File: config.mk
export PLATFORM = sky130hd
export DESIGN_NAME = pma_link_ctrl
export DESIGN_NICKNAME = d
export VERILOG_FILES = /design/src/pma_pkg.sv /design/src/pma_link_ctrl.sv
export VERILOG_INCLUDE_DIRS = /design/src
export SDC_FILE = /design/constraint.sdc
export NUM_CORES = 1
export LEC_CHECK = 0
export ABC_AREA = 0
export BUFFER_PORTS_ARGS = -buffer_cell sky130_fd_sc_hd__buf_2
export CORE_ASPECT_RATIO = 1.4
export CORE_MARGIN = 10
export CORE_UTILIZATION = 48
export DETAILED_ROUTE_END_ITERATION = 8
export PLACE_DENSITY = 0.8
export REMOVE_ABC_BUFFERS = 1
export SLEW_MARGIN = 20
export SYNTH_ARGS = -nofsm -noshare
export SYNTH_HDL_FRONTEND = slang
export SYNTH_SLANG_ARGS = --single-unit
File: constraint.sdc
create_clock -name pclk -period 1.92 [get_ports pclk]
set_clock_uncertainty 0.1 [all_clocks]
set_input_delay 0.384 -clock pclk [delete_from_list [all_inputs] [get_ports pclk]]
set_output_delay 0.384 -clock pclk [all_outputs]
set_load 0.02 [all_outputs]
File: src/pma_consts.svh
`ifndef PMA_CONSTS_SVH
`define PMA_CONSTS_SVH

// register byte offsets
`define OFS_CTRL      12'h000
`define OFS_STAT      12'h004
`define OFS_INT_STAT  12'h008
`define OFS_INT_MASK  12'h00c

// control register fields
`define CTRL_MASTER   0
`define CTRL_LINK_EN  1
`define CTRL_SOFT_RST 2
`define MASTER_RST    1'b1
`define LINK_EN_RST   1'b1

// interrupt status fields
`define IRQ_LINK_UP   0
`define IRQ_LINK_DOWN 1
`define IRQ_MAXWAIT   2
`define IRQ_RCVR_LOST 3
`define IRQ_W         4

// timing: clock rate and printed times
`define CLK_KHZ       20000
`define MAXWAIT_M_MS  1406
`define MAXWAIT_S_MS  656
`define STAB_NS       1800
`define STAB_CYC      ((`STAB_NS * `CLK_KHZ + 999999) / 1000000)
`define LOCAL_DIV     4

// ternary symbol codes
`define SYM_ZERO      2'h0

`endif

File: src/pma_pkg.sv
package pma_pkg;
    typedef enum logic [1:0] {SEND_Z, SEND_I, SEND_N} tx_mode_t;
    typedef enum logic [2:0] {
        ST_DISABLE, ST_SLAVE_SILENT, ST_TRAINING, ST_SEND_IDLE, ST_SEND_DATA
    } ctrl_state_t;
    typedef enum logic [1:0] {LM_DOWN, LM_HOLD, LM_UP} lmon_state_t;
endpackage

File: src/pma_link_ctrl.sv
`timescale 1ns/1ns
`include "pma_consts.svh"
module pma_link_ctrl
    import pma_pkg::*;
#(
    parameter int unsigned MAXWAIT_M_CYC = `MAXWAIT_M_MS * `CLK_KHZ,
    parameter int unsigned MAXWAIT_S_CYC = `MAXWAIT_S_MS * `CLK_KHZ
) (
    input  wire logic        pclk,            // 20 MHz clock
    input  wire logic        presetn,         // async reset, active low
    input  wire logic        psel,            // apb select
    input  wire logic        penable,         // apb enable
    input  wire logic        pwrite,          // apb direction
    input  wire logic [11:0] paddr,           // apb byte address
    input  wire logic [31:0] pwdata,          // apb write data
    output logic      [31:0] prdata,          // apb read data
    output logic             pready,          // apb ready
    output logic             pslverr,         // apb error, unmapped
    output logic             irq,             // level interrupt
    input  wire logic [1:0]  tx_symb_vector,  // symbol from coding tx
    output logic             tx_symb_take,    // pulse: symbol taken
    output logic [1:0]       tx_pair,         // symbol to transmitter
    input  wire logic        rx_clk_pin,      // recovered clock pin
    input  wire logic [1:0]  rx_pair,         // sliced receive symbol pin
    input  wire logic        eq_ok_pin,       // equaliser converged pin
    input  wire logic        ec_ok_pin,       // echo canceller pin
    output logic [1:0]       rx_symb_vector,  // symbol to coding rx
    output logic             rx_symb_strobe,  // pulse: new rx symbol
    input  wire logic        scr_status,      // descrambler locked
    input  wire logic        rem_rcvr_status, // remote receiver ok
    output logic             loc_rcvr_status, // local receiver ok
    output logic [1:0]       tx_mode,         // coded tx mode
    output logic             tx_enable_ok,    // control: data allowed
    output logic             link_status,     // link ok
    output logic             pma_reset        // attachment reset
);
////////////////////////////////////////////////////////////////////////////
    // two-flop synchronisers for every pin input
    logic [5:0] sy1_q, sy2_q;
    logic       rclk_d1_q;
    always_ff @(posedge pclk or negedge presetn) begin
        if (!presetn) begin
            sy1_q     <= 6'h00;
            sy2_q     <= 6'h00;
            rclk_d1_q <= 1'b0;
        end else begin
            sy1_q     <= {rx_clk_pin, rx_pair, eq_ok_pin, ec_ok_pin, 1'b0};
            sy2_q     <= sy1_q;
            rclk_d1_q <= sy2_q[5];
        end
    end
    // recovered sampling tick on the rising edge of the synced clock
    logic rec_tick;
    assign rec_tick = sy2_q[5] & ~rclk_d1_q;
////////////////////////////////////////////////////////////////////////////
    // apb slave and registers
    logic [2:0]         ctrl_q, ctrl_d;
    logic [`IRQ_W-1:0]  ist_q, ist_d, imsk_q, imsk_d, ev;
    logic [31:0]        rdat_q, rdat_d;
    logic               rdy_q, rdy_d, err_q, err_d, irq_q, irq_d;
    logic               wr_acc, hit;
    logic [31:0]        stat_w;
    assign wr_acc = psel & penable & pwrite & rdy_q;
    always_comb begin
        ctrl_d = ctrl_q;
        ist_d  = ist_q;
        imsk_d = imsk_q;
        rdy_d  = psel & ~penable;
        rdat_d = rdat_q;
        hit    = 1'b1;
        case (paddr)
            `OFS_CTRL:     rdat_d = {29'h0, ctrl_q};
            `OFS_STAT:     rdat_d = stat_w;
            `OFS_INT_STAT: rdat_d = {28'h0, ist_q};
            `OFS_INT_MASK: rdat_d = {28'h0, imsk_q};
            default: begin
                rdat_d = 32'h0;
                hit    = 1'b0;
            end
        endcase
        err_d = psel & ~penable & ~hit;
        if (wr_acc && paddr == `OFS_CTRL) begin
            ctrl_d = pwdata[2:0];
        end
        if (wr_acc && paddr == `OFS_INT_MASK) begin
            imsk_d = pwdata[`IRQ_W-1:0];
        end
        if (wr_acc && paddr == `OFS_INT_STAT) begin
            ist_d = ist_d & ~pwdata[`IRQ_W-1:0];
        end
        ist_d = ist_d | ev; // set wins over clear
        irq_d = |(ist_d & imsk_d);
    end
    always_ff @(posedge pclk or negedge presetn) begin
        if (!presetn) begin
            ctrl_q <= {1'b0, `LINK_EN_RST, `MASTER_RST};
            ist_q  <= 4'h0;
            imsk_q <= 4'h0;
            rdat_q <= 32'h0;
            rdy_q  <= 1'b0;
            err_q  <= 1'b0;
            irq_q  <= 1'b0;
        end else begin
            ctrl_q <= ctrl_d;
            ist_q  <= ist_d;
            imsk_q <= imsk_d;
            rdat_q <= rdat_d;
            rdy_q  <= rdy_d;
            err_q  <= err_d;
            irq_q  <= irq_d;
        end
    end
    assign prdata  = rdat_q;
    assign pready  = rdy_q;
    assign pslverr = err_q;
    assign irq     = irq_q;

    logic is_master, link_en, rst_int;
    assign is_master = ctrl_q[`CTRL_MASTER];
    assign link_en   = ctrl_q[`CTRL_LINK_EN];
    // attachment reset: pin reset or soft reset, no low-power terms
    assign rst_int   = ctrl_q[`CTRL_SOFT_RST];
////////////////////////////////////////////////////////////////////////////
    // phy control: state, tx mode and maxwait timer
    ctrl_state_t st_q, st_d;
    tx_mode_t    mode_q, mode_d;
    logic [24:0] mw_q, mw_d;
    logic        mw_done, loc_ok_q, loc_ok_d, rst_q, ten_q, ten_d;
    logic        lnk_q, lm_up_ev, lm_dn_ev;
    assign mw_done = (mw_q == 25'h0);
    always_comb begin
        st_d  = st_q;
        mw_d  = mw_done ? mw_q : mw_q - 25'h1;
        ev    = 4'h0;
        // local receiver status from equaliser and echo canceller
        loc_ok_d = sy2_q[2] & sy2_q[1] & ~rst_int;
        case (st_q)
            ST_DISABLE: begin
                mw_d = is_master ? MAXWAIT_M_CYC[24:0]
                                 : MAXWAIT_S_CYC[24:0];
                st_d = is_master ? ST_TRAINING : ST_SLAVE_SILENT;
            end
            ST_SLAVE_SILENT: begin
                if (scr_status) begin
                    st_d = ST_TRAINING;
                end
            end
            ST_TRAINING: begin
                if (loc_ok_q) begin
                    st_d = ST_SEND_IDLE;
                end
            end
            ST_SEND_IDLE: begin
                if (!loc_ok_q) begin
                    st_d = ST_TRAINING;
                end else if (rem_rcvr_status) begin
                    st_d = ST_SEND_DATA;
                end
            end
            ST_SEND_DATA: begin
                if (!loc_ok_q || !rem_rcvr_status) begin
                    st_d = ST_SEND_IDLE;
                end
            end
            default: st_d = ST_DISABLE;
        endcase
        // maxwait expiry without link returns to disable and raises the maxwait event
        if (mw_done && !lnk_q && st_q != ST_DISABLE) begin
            st_d = ST_DISABLE;
            ev[`IRQ_MAXWAIT] = 1'b1;
        end
        if (lnk_q) begin
            mw_d = mw_q;
        end
        if (!link_en || rst_int) begin
            st_d = ST_DISABLE;
        end
        case (st_d)
            ST_SEND_DATA:               mode_d = SEND_N;
            ST_TRAINING, ST_SEND_IDLE:  mode_d = SEND_I;
            default:                    mode_d = SEND_Z;
        endcase
        ten_d = (st_d == ST_SEND_DATA) & loc_ok_d;
        ev[`IRQ_RCVR_LOST] = loc_ok_q & ~loc_ok_d;
        ev[`IRQ_LINK_UP]   = lm_up_ev;
        ev[`IRQ_LINK_DOWN] = lm_dn_ev;
    end
    always_ff @(posedge pclk or negedge presetn) begin
        if (!presetn) begin
            st_q     <= ST_DISABLE;
            mode_q   <= SEND_Z;
            mw_q     <= 25'h0;
            loc_ok_q <= 1'b0;
            ten_q    <= 1'b0;
            rst_q    <= 1'b1;
        end else begin
            st_q     <= st_d;
            mode_q   <= mode_d;
            mw_q     <= mw_d;
            loc_ok_q <= loc_ok_d;
            ten_q    <= ten_d;
            rst_q    <= rst_int;
        end
    end
    // status goes to coding tx, coding rx, control and link monitor
    assign loc_rcvr_status = loc_ok_q;
    assign tx_mode         = mode_q;
    assign tx_enable_ok    = ten_q;
    assign pma_reset       = rst_q;
////////////////////////////////////////////////////////////////////////////
    // link monitor: stabilise then up, no auto-negotiation terms
    lmon_state_t lm_q, lm_d;
    logic [5:0]  stab_q, stab_d;
    logic        lnk_d;
    always_comb begin
        lm_d   = lm_q;
        stab_d = stab_q;
        case (lm_q)
            LM_DOWN: begin
                stab_d = 6'(`STAB_CYC - 1);
                if (loc_ok_q) begin
                    lm_d = LM_HOLD;
                end
            end
            LM_HOLD: begin
                stab_d = stab_q - 6'h1;
                if (!loc_ok_q) begin
                    lm_d = LM_DOWN;
                end else if (stab_q == 6'h0) begin
                    lm_d = LM_UP;
                end
            end
            LM_UP: begin
                if (!loc_ok_q) begin
                    lm_d = LM_DOWN;
                end
            end
            default: lm_d = LM_DOWN;
        endcase
        if (!link_en || rst_int) begin
            lm_d = LM_DOWN;
        end
        lnk_d    = (lm_d == LM_UP);
        lm_up_ev = lnk_d & ~lnk_q;
        lm_dn_ev = lnk_q & ~lnk_d;
    end
    always_ff @(posedge pclk or negedge presetn) begin
        if (!presetn) begin
            lm_q   <= LM_DOWN;
            stab_q <= 6'h0;
            lnk_q  <= 1'b0;
        end else begin
            lm_q   <= lm_d;
            stab_q <= stab_d;
            lnk_q  <= lnk_d;
        end
    end
    assign link_status = lnk_q;
    assign stat_w = {24'h0, st_q, lnk_q, loc_ok_q, 1'b0, mode_q};
////////////////////////////////////////////////////////////////////////////
    // symbol datapath: tx on local tick for master, recovered tick for slave; rx always on recovered tick
    logic [2:0] div_q, div_d;
    logic [1:0] txp_q, txp_d, rxv_q, rxv_d;
    logic       tk_q, tk_d, rxs_q, rxs_d, tx_tick;
    always_comb begin
        div_d   = (div_q == 3'(`LOCAL_DIV - 1)) ? 3'h0 : div_q + 3'h1;
        tx_tick = is_master ? (div_q == 3'h0)
                            : rec_tick;
        txp_d   = txp_q;
        tk_d    = 1'b0;
        if (tx_tick) begin
            tk_d  = 1'b1;
            txp_d = (mode_q == SEND_Z) ? `SYM_ZERO : tx_symb_vector;
        end
        rxv_d = rec_tick ? sy2_q[4:3] : rxv_q;
        rxs_d = rec_tick;
    end
    always_ff @(posedge pclk or negedge presetn) begin
        if (!presetn) begin
            div_q <= 3'h0;
            txp_q <= `SYM_ZERO;
            tk_q  <= 1'b0;
            rxv_q <= 2'h0;
            rxs_q <= 1'b0;
        end else begin
            div_q <= div_d;
            txp_q <= txp_d;
            tk_q  <= tk_d;
            rxv_q <= rxv_d;
            rxs_q <= rxs_d;
        end
    end
    assign tx_pair        = txp_q;
    assign tx_symb_take   = tk_q;
    assign rx_symb_vector = rxv_q;
    assign rx_symb_strobe = rxs_q;
endmodule

# Yosys cells after proc, flatten, opt, wreduce, memory -nomap -nowiden
# Index checks and enable logic that the tools add are counted.
# totals
register_bits,108
output_inout_bits,47
word_cells,118
inputBits,58
# classes
n_eq_ne,15
mux,29
bitwise,23
n_reduce_logical,24
n_addsub,3
# ops
cell,count
$mux W25,3
$pmux W8 S4,1
$logic_not A25 Y1,1
$sub A25 B1 Y25 const B,1
$eq A12 B4 Y1 const B,2
$mux W3,8
$eq A3 B2 Y1 const B,5
$pmux W3 S5,1
$mux W2,7
$and A1 B1 Y1,12
$eq A12 B3 Y1 const B,1
$logic_not A12 Y1,1
$pmux W6 S2,1
$and A4 B4 Y4,2
$mux W4,2
$reduce_or A4 Y1,2
$not A1 Y1,7
$eq A3 B3 Y1 const B,2
$logic_not A3 Y1,2
$logic_not A6 Y1,1
$pmux W2 S3,1
$sub A6 B1 Y6 const B,1
$logic_and A1 B1 Y1,5
$eq A2 B2 Y1 const B,2
other kinds (15),23

# Logic depth before layout (Yosys ltp)
# Gate-level depths: netlist of the first run.
# depth
ltp_word,11
mapped_depth,9
depth_no_buf,7

# Worst setup path after synthesis of the first run
# Ideal clock, no wire load.
# synth_path
path_kind,input port to flip-flop
startpoint,input port paddr[5]
endpoint,register ctrl_q[2]
arrival_ps,2133
n_path_buf,1
t_required_ps,1695
path_slack_ps,-437
setup_ps,125
path_stages,5
path_cell_list,or4_4 -> or4_4 -> buf_6 -> nor4_4 -> mux2_2
# synth_via
elab_chain_len,2
# synth_lines
item,line_no,source
from (decl),pma_link_ctrl.sv:14,"input wire logic [11:0] paddr,"
$logic_not A12 Y1,n/a,
$logic_and A1 B1 Y1 (no source line),n/a,
to (signal assigned),pma_link_ctrl.sv:96,"ctrl_q <= {1'b0, `LINK_EN_RST, `MASTER_RST};"
to (signal assigned),pma_link_ctrl.sv:104,ctrl_q <= ctrl_d;
to (decl),pma_link_ctrl.sv:57,"logic [2:0] ctrl_q, ctrl_d;"
# No other way between the ends.
# A chain may end at the register's enable or synchronous reset.

# Worst setup path in the final report of the first run
# layout_path
startpoint,register mw_q[17]
endpoint,register mw_q[21]
# layout_via
elab_chain_len,3
word_cells_on_any_way,6
cone_classes,add/sub: 1; eq/ne: 1; mux: 2; reduce/logical: 2
# layout_lines
item,line_no,source
from (decl),pma_link_ctrl.sv:127,"logic [24:0] mw_q, mw_d;"
from (signal assigned),pma_link_ctrl.sv:199,mw_q <= mw_d;
$sub A25 B1 Y25 or $logic_not A25 Y1 (tied branches),"pma_link_ctrl.sv:133, pma_link_ctrl.sv:130",
$mux W25 or $ne A2 B1 Y1 (tied branches),n/a,
$mux W25 or $reduce_and A2 Y1 (tied branches),n/a,
# Several ways; a longest one is shown, not always the timed one. The select of a mux whose other input is x is not followed.

==> results of run 1 <==
[per-layer routing]
layer | GRT usage | part of all wire | routed length, um | up-vias
met1 | 0.179 | 0.35 | 4340 | 1834
met5 | 0 | 0 | 0 | -
met2 | 0.319 | 0.52 | 6410 | 200
li1 | - | - | - | 1670
met4 | 0.120 | 0.046 | 562 | 0
met3 | 0.0444 | 0.078 | 960 | 52
[worst paths after layout]
path	startpoint	slack, ns	endpoint	cells past startpoint
worst max register to register	mw_q[17]	-0.21	mw_q[21]	5
worst min-delay path	rx_pair[1]	0.04	sy1_q[4]	1
worst max-delay path	mw_q[17]	-0.21	mw_q[21]	5
min in group asynchronous	presetn	0.44	imsk_q[3]	2
worst min register to register	sy1_q[1]	0.25	sy2_q[1]	0
max in group asynchronous	presetn	0.75	mw_q[23]	3
[metrics by stage]
stage | hold WS, ns | cells | setup TNS, ns | instance area (um2) | total power [W]
final | 0.0427 | 646 | -3.06 | 5770 | 0.00391
after global routing | 0.0369 | 646 | -5.77 | 5770 | 0.00402
after CTS | 0.0343 | 642 | -1.61 | 5540 | 0.00393
after detailed placement | 0.236 | 613 | -11.75 | 4900 | 0.00204
after global placement | 0.234 | 613 | -10.91 | 4900 | 0.00203
after floorplan | -0.0116 | 387 | -10.87 | 3960 | 0.00192
[power breakdown]
| group | leakage [nW] | internal (W) | switching (W) |
|---|---|---|---|
| registers | 1.07 | 0.00179 | 0.0000114 |
| clock network | 0.159 | 0.00116 | 0.000738 |
| logic | 1.52 | 0.0000665 | 0.000140 |
| total | 2.74 | 0.00302 | 0.000890 |
[cell usage in the layout (no fill, tap or decap), types with 5 or more instances in the layout]
cell type	Yosys	final
clkbuf_16	0	9
nor3_1	19	10
nand2_1	22	21
nor2_1	27	23
conb_1	1	24
mux2_2	9	6
o21ai_0	28	18
a21oi_1	13	9
or2_2	7	5
nor2b_1	11	11
nor4_4	2	5
ha_1	6	5
buf_4	24	72
buf_2	4	50
dfrtp_1	81	81
buf_6	2	9
o21ai_2	0	5
nor3_2	0	5
and2_1	6	5
inv_1	22	20
nand4_1	5	5
o21ai_1	1	6
[area by class of cell]
type	instances	area, um2	share of cell area
Clock buffer	9	225	0.0390
Clock inverter	7	105	0.0182
Inverter	22	82.6	0.0143
Multi-Input combinational cell	282	2140	0.371
Sequential cell	84	2110	0.365
Tap cell	105	131	0.0228
Timing Repair Buffer	137	978	0.169
[state kept, by name, summed over array words and instances, names as in the netlist, 4 cells and up]
| name | cells |
|---|---|
| imsk_q | 4 |
| ist_q | 4 |
| mw_q | 25 |
| prdata | 8 |
| stab_q | 6 |
| sy1_q | 5 |
| sy2_q | 5 |
[worst reg2reg max path, stage by stage, from the launching register on]
cell and delay, ns:
dfrtp_1 0.44, or4_4 0.58, or4_4 0.46, nor4_4 0.16, a31o_2 0.19, a22oi_1 0.08
[repair_timing]
action,CTS,global route
pin swaps,25,24
hold endpoints to repair,31,0
gates resized for setup,50,47
gates cloned,1,1
setup endpoints to repair,44,44
buffers inserted,11,3
hold buffers,1,0
[cells by family (layout without fill, tap and decap cells)]
family                     count (synthesis)  in the layout  share of synthesized area
AOI/OAI and AO/OA                         91             92                      0.144
xor gates and xnor gates                   3              3                    0.00634
adders and majority gates                  6              6                     0.0181
buffers and inverters                     64            175                     0.0846
DFF                                       84             84                      0.508
muxes                                     13             13                     0.0402
other                                      1             24                   0.000905
and+or+nand+nor                          144            144                      0.198
==> summary.txt, run 1 <==
STA
  • Relative slew margins: 0.612
  • Worst Tran Pin Value: ~0.58 ns
  • Final Hold Viols: 0
  • Final worst slack: -0.211 ns
  • Fin crit share: 1.11
  • F_max: 469 MHz
  • Min Tclk post-route: 2.13 ns
  • RSZ-0062 raised after global routing: yes
  • Final max-slew violation count: 0
  • Setup violators final: 32

Floorplan
  • Initial core utilization: 0.487
  • Die Area: about 13000 um2
  • Num rows: 40
  • Io pins: 105
  • Die H: about 130 um
  • Die width: 98.5 um
  • CORE AREA: about 8500 um2

Final layout
  • Ant. Diodes: 0
  • Fillers: 563
  • Layout cells sized above 1: 0.431
  • Fin nets: 600
  • Area delta synth->final: 39.4%
  • Final core area utilization: 0.679

Routing
  • Initial DRT Pass Iterations: 5
  • Detail Route Antenna Nets: 0
  • Residual DRC: 0
  • Via/cell ratio: ~5.8
  • Number of DRC markers in iteration 0: 240
  • Total wire length: between 10000 and 15000 um
  • Via count: 3756
  • Routed wire length per instance: around 19 um

Logic synthesis
  • Top-count cell post-synth: dfrtp_1
  • Post-Synthesis Cells: 406
  • Share of the synthesized area in the top cell type: 0.489
  • Top cells by area, synth: dfrtp_1 (49%), buf_4 (4.3%), o21ai_0 (3.4%)
  • Synth Flop Type: dfrtp_1
  • Sequential fraction of the synthesis area: 0.508
  • Syn_area_per_cell: 10.2 um2
  • Post-synth EDFFs: 0
  • Synth top cells by count: dfrtp_1 (81), o21ai_0 (28), nor2_1 (27), buf_4 (24)
  • Post-Syn Area: 4140 um2
  • Synthesized flop and latch total: between 80 and 90
  • Synth unique cells: between 60 and 70
  • Post-synth top area cell: dfrtp_1
  • Asr flop ratio synth: 1.00
  • Yosys warns: 0

Critical path
  • CP max FO: 3
  • Slowest cell on the critical path: or4_4
  • Cell chain of the critical path: or4_4, or4_4, nor4_4, a31o_2, a22oi_1
  • Top delay family on crit path: simple AND/OR/NAND/NOR gates
  • Worst Setup End Kind: flop
  • Slowest cell delay on critical path: 0.58 ns
  • CP Buf/Inv Count: 0
  • Data arrival time of the worst path: 2.25 ns
  • Startpoint types: flop
  • CP most frequent cell: or4_4
  • WP data required: ~2.0 ns
  • CP Class: reg2reg

GRT
  • Total congestion overflow: 0
  • Global-route wire length before repair: between 15000 and 20000 um
  • Initial antenna violation count: 0
  • Vias in the first global route: a little under 4000
  • Largest net degree at the start of global routing: 37
  • GR Util All Layers: 0.178

Clocking
  • Num CTS Buffers: 9
  • Root Driver: clkbuf_16
  • Total clock sinks: 84
  • Clk_lat worst skew: 0.34 ns
  • Clock Pin Slew Worst Setup and Hold Paths: roughly 0.06 ns
  • Max clock buf depth: 2
  • CTS tree: yes
  • H-tree lvl count: 3

Status
  • Violated checks: setup timing
  • Status: complete, but fails checks

Placed design
  • Port Buffers: between 50 and 60
  • HPWL after detailed placement: 7740 um
  • DP Worst Slack: -0.521 ns
  • Placer Congestion: a little over 0.9

Job
  • Max Cap Violations: 0

Power
  • Pwr/cell area: ~680 nW/um2
  • Lkg Pwr: between 2 and 3 nW
  • Peak VDD IR: ~0.8 mV

Worst hold path
  • Worst hold path class: in2reg
Note: power is estimated with default switching activity, not from simulation.
==> run 2: changes to the inputs <==
--- a/config.mk
+++ b/config.mk
@@ -10,9 +10,9 @@
 export BUFFER_PORTS_ARGS = -buffer_cell sky130_fd_sc_hd__buf_2
 export CORE_ASPECT_RATIO = 1.4
 export CORE_MARGIN = 10
-export CORE_UTILIZATION = 48
+export CORE_UTILIZATION = 53
 export DETAILED_ROUTE_END_ITERATION = 8
-export PLACE_DENSITY = 0.8
+export PLACE_DENSITY = 0.84
 export REMOVE_ABC_BUFFERS = 1
 export SLEW_MARGIN = 20
 export SYNTH_ARGS = -nofsm -noshare
==> constraint.sdc (replaced) <==
create_clock -name pclk -period 2 [get_ports pclk]
set_clock_uncertainty 0.1 [all_clocks]
set_input_delay 0.4 -clock pclk [delete_from_list [all_inputs] [get_ports pclk]]
set_output_delay 0.4 -clock pclk [all_outputs]
set_load 0.02 [all_outputs]
==> run 2 against run 1 <==
The run still ends with setup timing left. Global-route usage is 0.47 points higher. Flip-flop and latch count did not move. Setup slack improved by 0.070 ns. Largest cell class is now sequential cells. Critical path type unchanged. Sequential power shrank 4%. Combinational power decreased by 5%. Largest power group is now sequential cells.
==> summary.txt, run 2 (synthesis results as in run 1) <==
Power
  • Final Total Pwr: between 0.003 and 0.004 W
  • Lkg Pwr: ~2.6 nW
  • Pwr/cell area: 590 nW/um2
  • Peak VDD IR: between 0.4 and 0.5 mV

Final layout
  • Area delta synth->final: 30.8%
  • Most frequent cells in the layout: dfrtp_1 (81), buf_4 (68), buf_2 (51)
  • Largest reg by FF count: mw_q
  • Fillers: ~520
  • Layout cells sized above 1: 0.390
  • Number of flip-flops under the largest register name: 25
  • Commonest non-fill, non-tap cell in the layout: dfrtp_1
  • Fin nets: 592
  • Ant. Diodes: 0

Clocking
  • Clock Pin Slew Worst Setup and Hold Paths: 0.09 ns
  • Clk_lat worst skew: between 0.3 and 0.4 ns
  • Num CTS Buffers: 9
  • CTS tree: yes
  • Max clock buf depth: 2
  • H-tree lvl count: 3
  • Total clock sinks: 84
  • Root Driver: clkbuf_8

STA
  • Setup violators final: 13
  • Final max-slew violation count: 0
  • Min Tclk post-route: around 2.1 ns
  • Worst Tran Pin Value: approximately 0.52 ns
  • Final worst slack: -0.141 ns
  • F_max: about 470 MHz
  • Relative slew margins: 0.656
  • Final Hold Viols: 0
  • RSZ-0062 raised after global routing: yes
  • Fin crit share: 1.07

Critical path
  • WP data required: ~2.1 ns
  • Cell chain of the critical path: nor4_2, buf_4, nand2_2, or3_4, o31ai_1, or3b_1
  • Slowest cell on the critical path: or3_4
  • CP max FO: 4
  • Reg-to-reg startpoint: mw_q[11]
  • Worst Setup End Kind: flop
  • Data arrival time of the worst path: between 2 and 2.5 ns
  • Startpoint types: flop
  • CP Class: reg2reg
  • Slack of the worst reg-to-reg path: -0.14 ns
  • Slowest cell delay on critical path: 0.41 ns
  • Reg2reg end: mw_q[19]
  • Reg2Reg Depth: 6

Job
  • Max Cap Violations: 0

GRT
  • Total congestion overflow: 0
  • Vias in the first global route: about 3600
  • Largest net degree at the start of global routing: 41
  • GR Util All Layers: 0.183
  • Initial antenna violation count: 0
  • Global-route wire length before repair: 17400 um

Floorplan
  • Num rows: 38
  • Die H: ~120 um
  • Die width: between 90 and 100 um
  • Initial core utilization: 0.538
  • Io pins: ~110
  • CORE AREA: 7700 um2
  • Die Area: 11800 um2

Routing
  • Detail Route Antenna Nets: 0
  • Total wire length: between 10000 and 15000 um
  • Via/cell ratio: around 5.7
  • Residual DRC: 0
  • Via count: 3637
  • Routed wire length per instance: 18.6 um
  • Initial DRT Pass Iterations: 5
  • Number of DRC markers in iteration 0: around 230

Placed design
  • Placer Congestion: 0.922
  • HPWL after detailed placement: 7840 um
  • DP Worst Slack: -0.496 ns
  • Port Buffers: 52

Status
  • Status: complete, but fails checks
  • Violated checks: setup timing

Worst hold path
  • WHS Endpoint: sy1_q[5]
  • WHS Path Cells: 1
  • Worst hold path class: in2reg
  • Hold path startpoint: rx_clk_pin
-- run 2: routing by layer --
layer,vias to the layer above,share of wire,global-route usage
met4,0,0.048,0.110
met5,-,0,0
met1,1778,0.38,0.205
met2,185,0.50,0.302
li1,1636,-,-
met3,38,0.074,0.0440
-- run 2: what timing repair did --
item / 4_1_cts / 5_1_grt
gates resized for setup: 20 / 40
endpoints found under the hold margin: 35 / 0
gates cloned: 0 / 1
setup endpoints to repair: 25 / 40
setup buffers: 2 / 8
pin swaps: 14 / 14
hold buffers: 1 / 0
-- run 2: cell type report --
class / instances / area [um2] / share of cell area
clock buffer: 9 / 124 / 0.0229
clock inverter: 7 / 81.3 / 0.0150
inverter: 22 / 82.6 / 0.0152
multi-input combinational: 281 / 2000 / 0.368
sequential: 84 / 2110 / 0.389
tap: 100 / 125 / 0.0231
timing repair buffer: 130 / 906 / 0.167
-- run 2: where the power goes --
| group | total (W) | leakage (nW) | internal (W) | switching (W) |
|---|---|---|---|---|
| Combinational | 0.000197 | 1.44 | 0.0000596 | 0.000138 |
| Sequential | 0.00173 | 1.07 | 0.00172 | 0.0000118 |
| Clock | 0.00127 | 0.101 | 0.000594 | 0.000675 |
| Total | 0.00320 | 2.61 | 0.00237 | 0.000824 |
-- run 2: critical path: cells and delay by family, from the launching register on --
kind                   cells  cell delay, ns
AND/OR/NAND/NOR            4            1.13
flip-flops                 1            0.40
buffers and inverters      1            0.19
AO/OA/AOI/OAI              1            0.19
-- run 2: metrics by stage --
stage                     TNS [ns]  area [um2]  instances  hold WS, ns   util
final                       -0.834        5420        633       0.0355  0.704
after global routing         -2.57        5420        633       0.0179  0.704
after CTS                   -0.729        5200        624       0.0234  0.676
after detailed placement     -7.09        4870        605        0.238  0.632
after global placement       -5.76        4870        605        0.234  0.632
after floorplan              -8.07        3960        387      0.00441      -
-- run 2: worst max-delay path by stage --
stage | slack [ns] | endpoint | cells past startpoint | from
after floorplan | -0.49 | mw_q[19] | 5 | mw_q[15]
after global placement | -0.44 | ctrl_q[2] | 5 | paddr[5]
after detailed placement | -0.50 | irq | 7 | paddr[5]
after CTS | -0.10 | irq | 7 | paddr[6]
after global routing | -0.21 | mw_q[19] | 6 | mw_q[11]
final | -0.14 | mw_q[19] | 6 | mw_q[11]
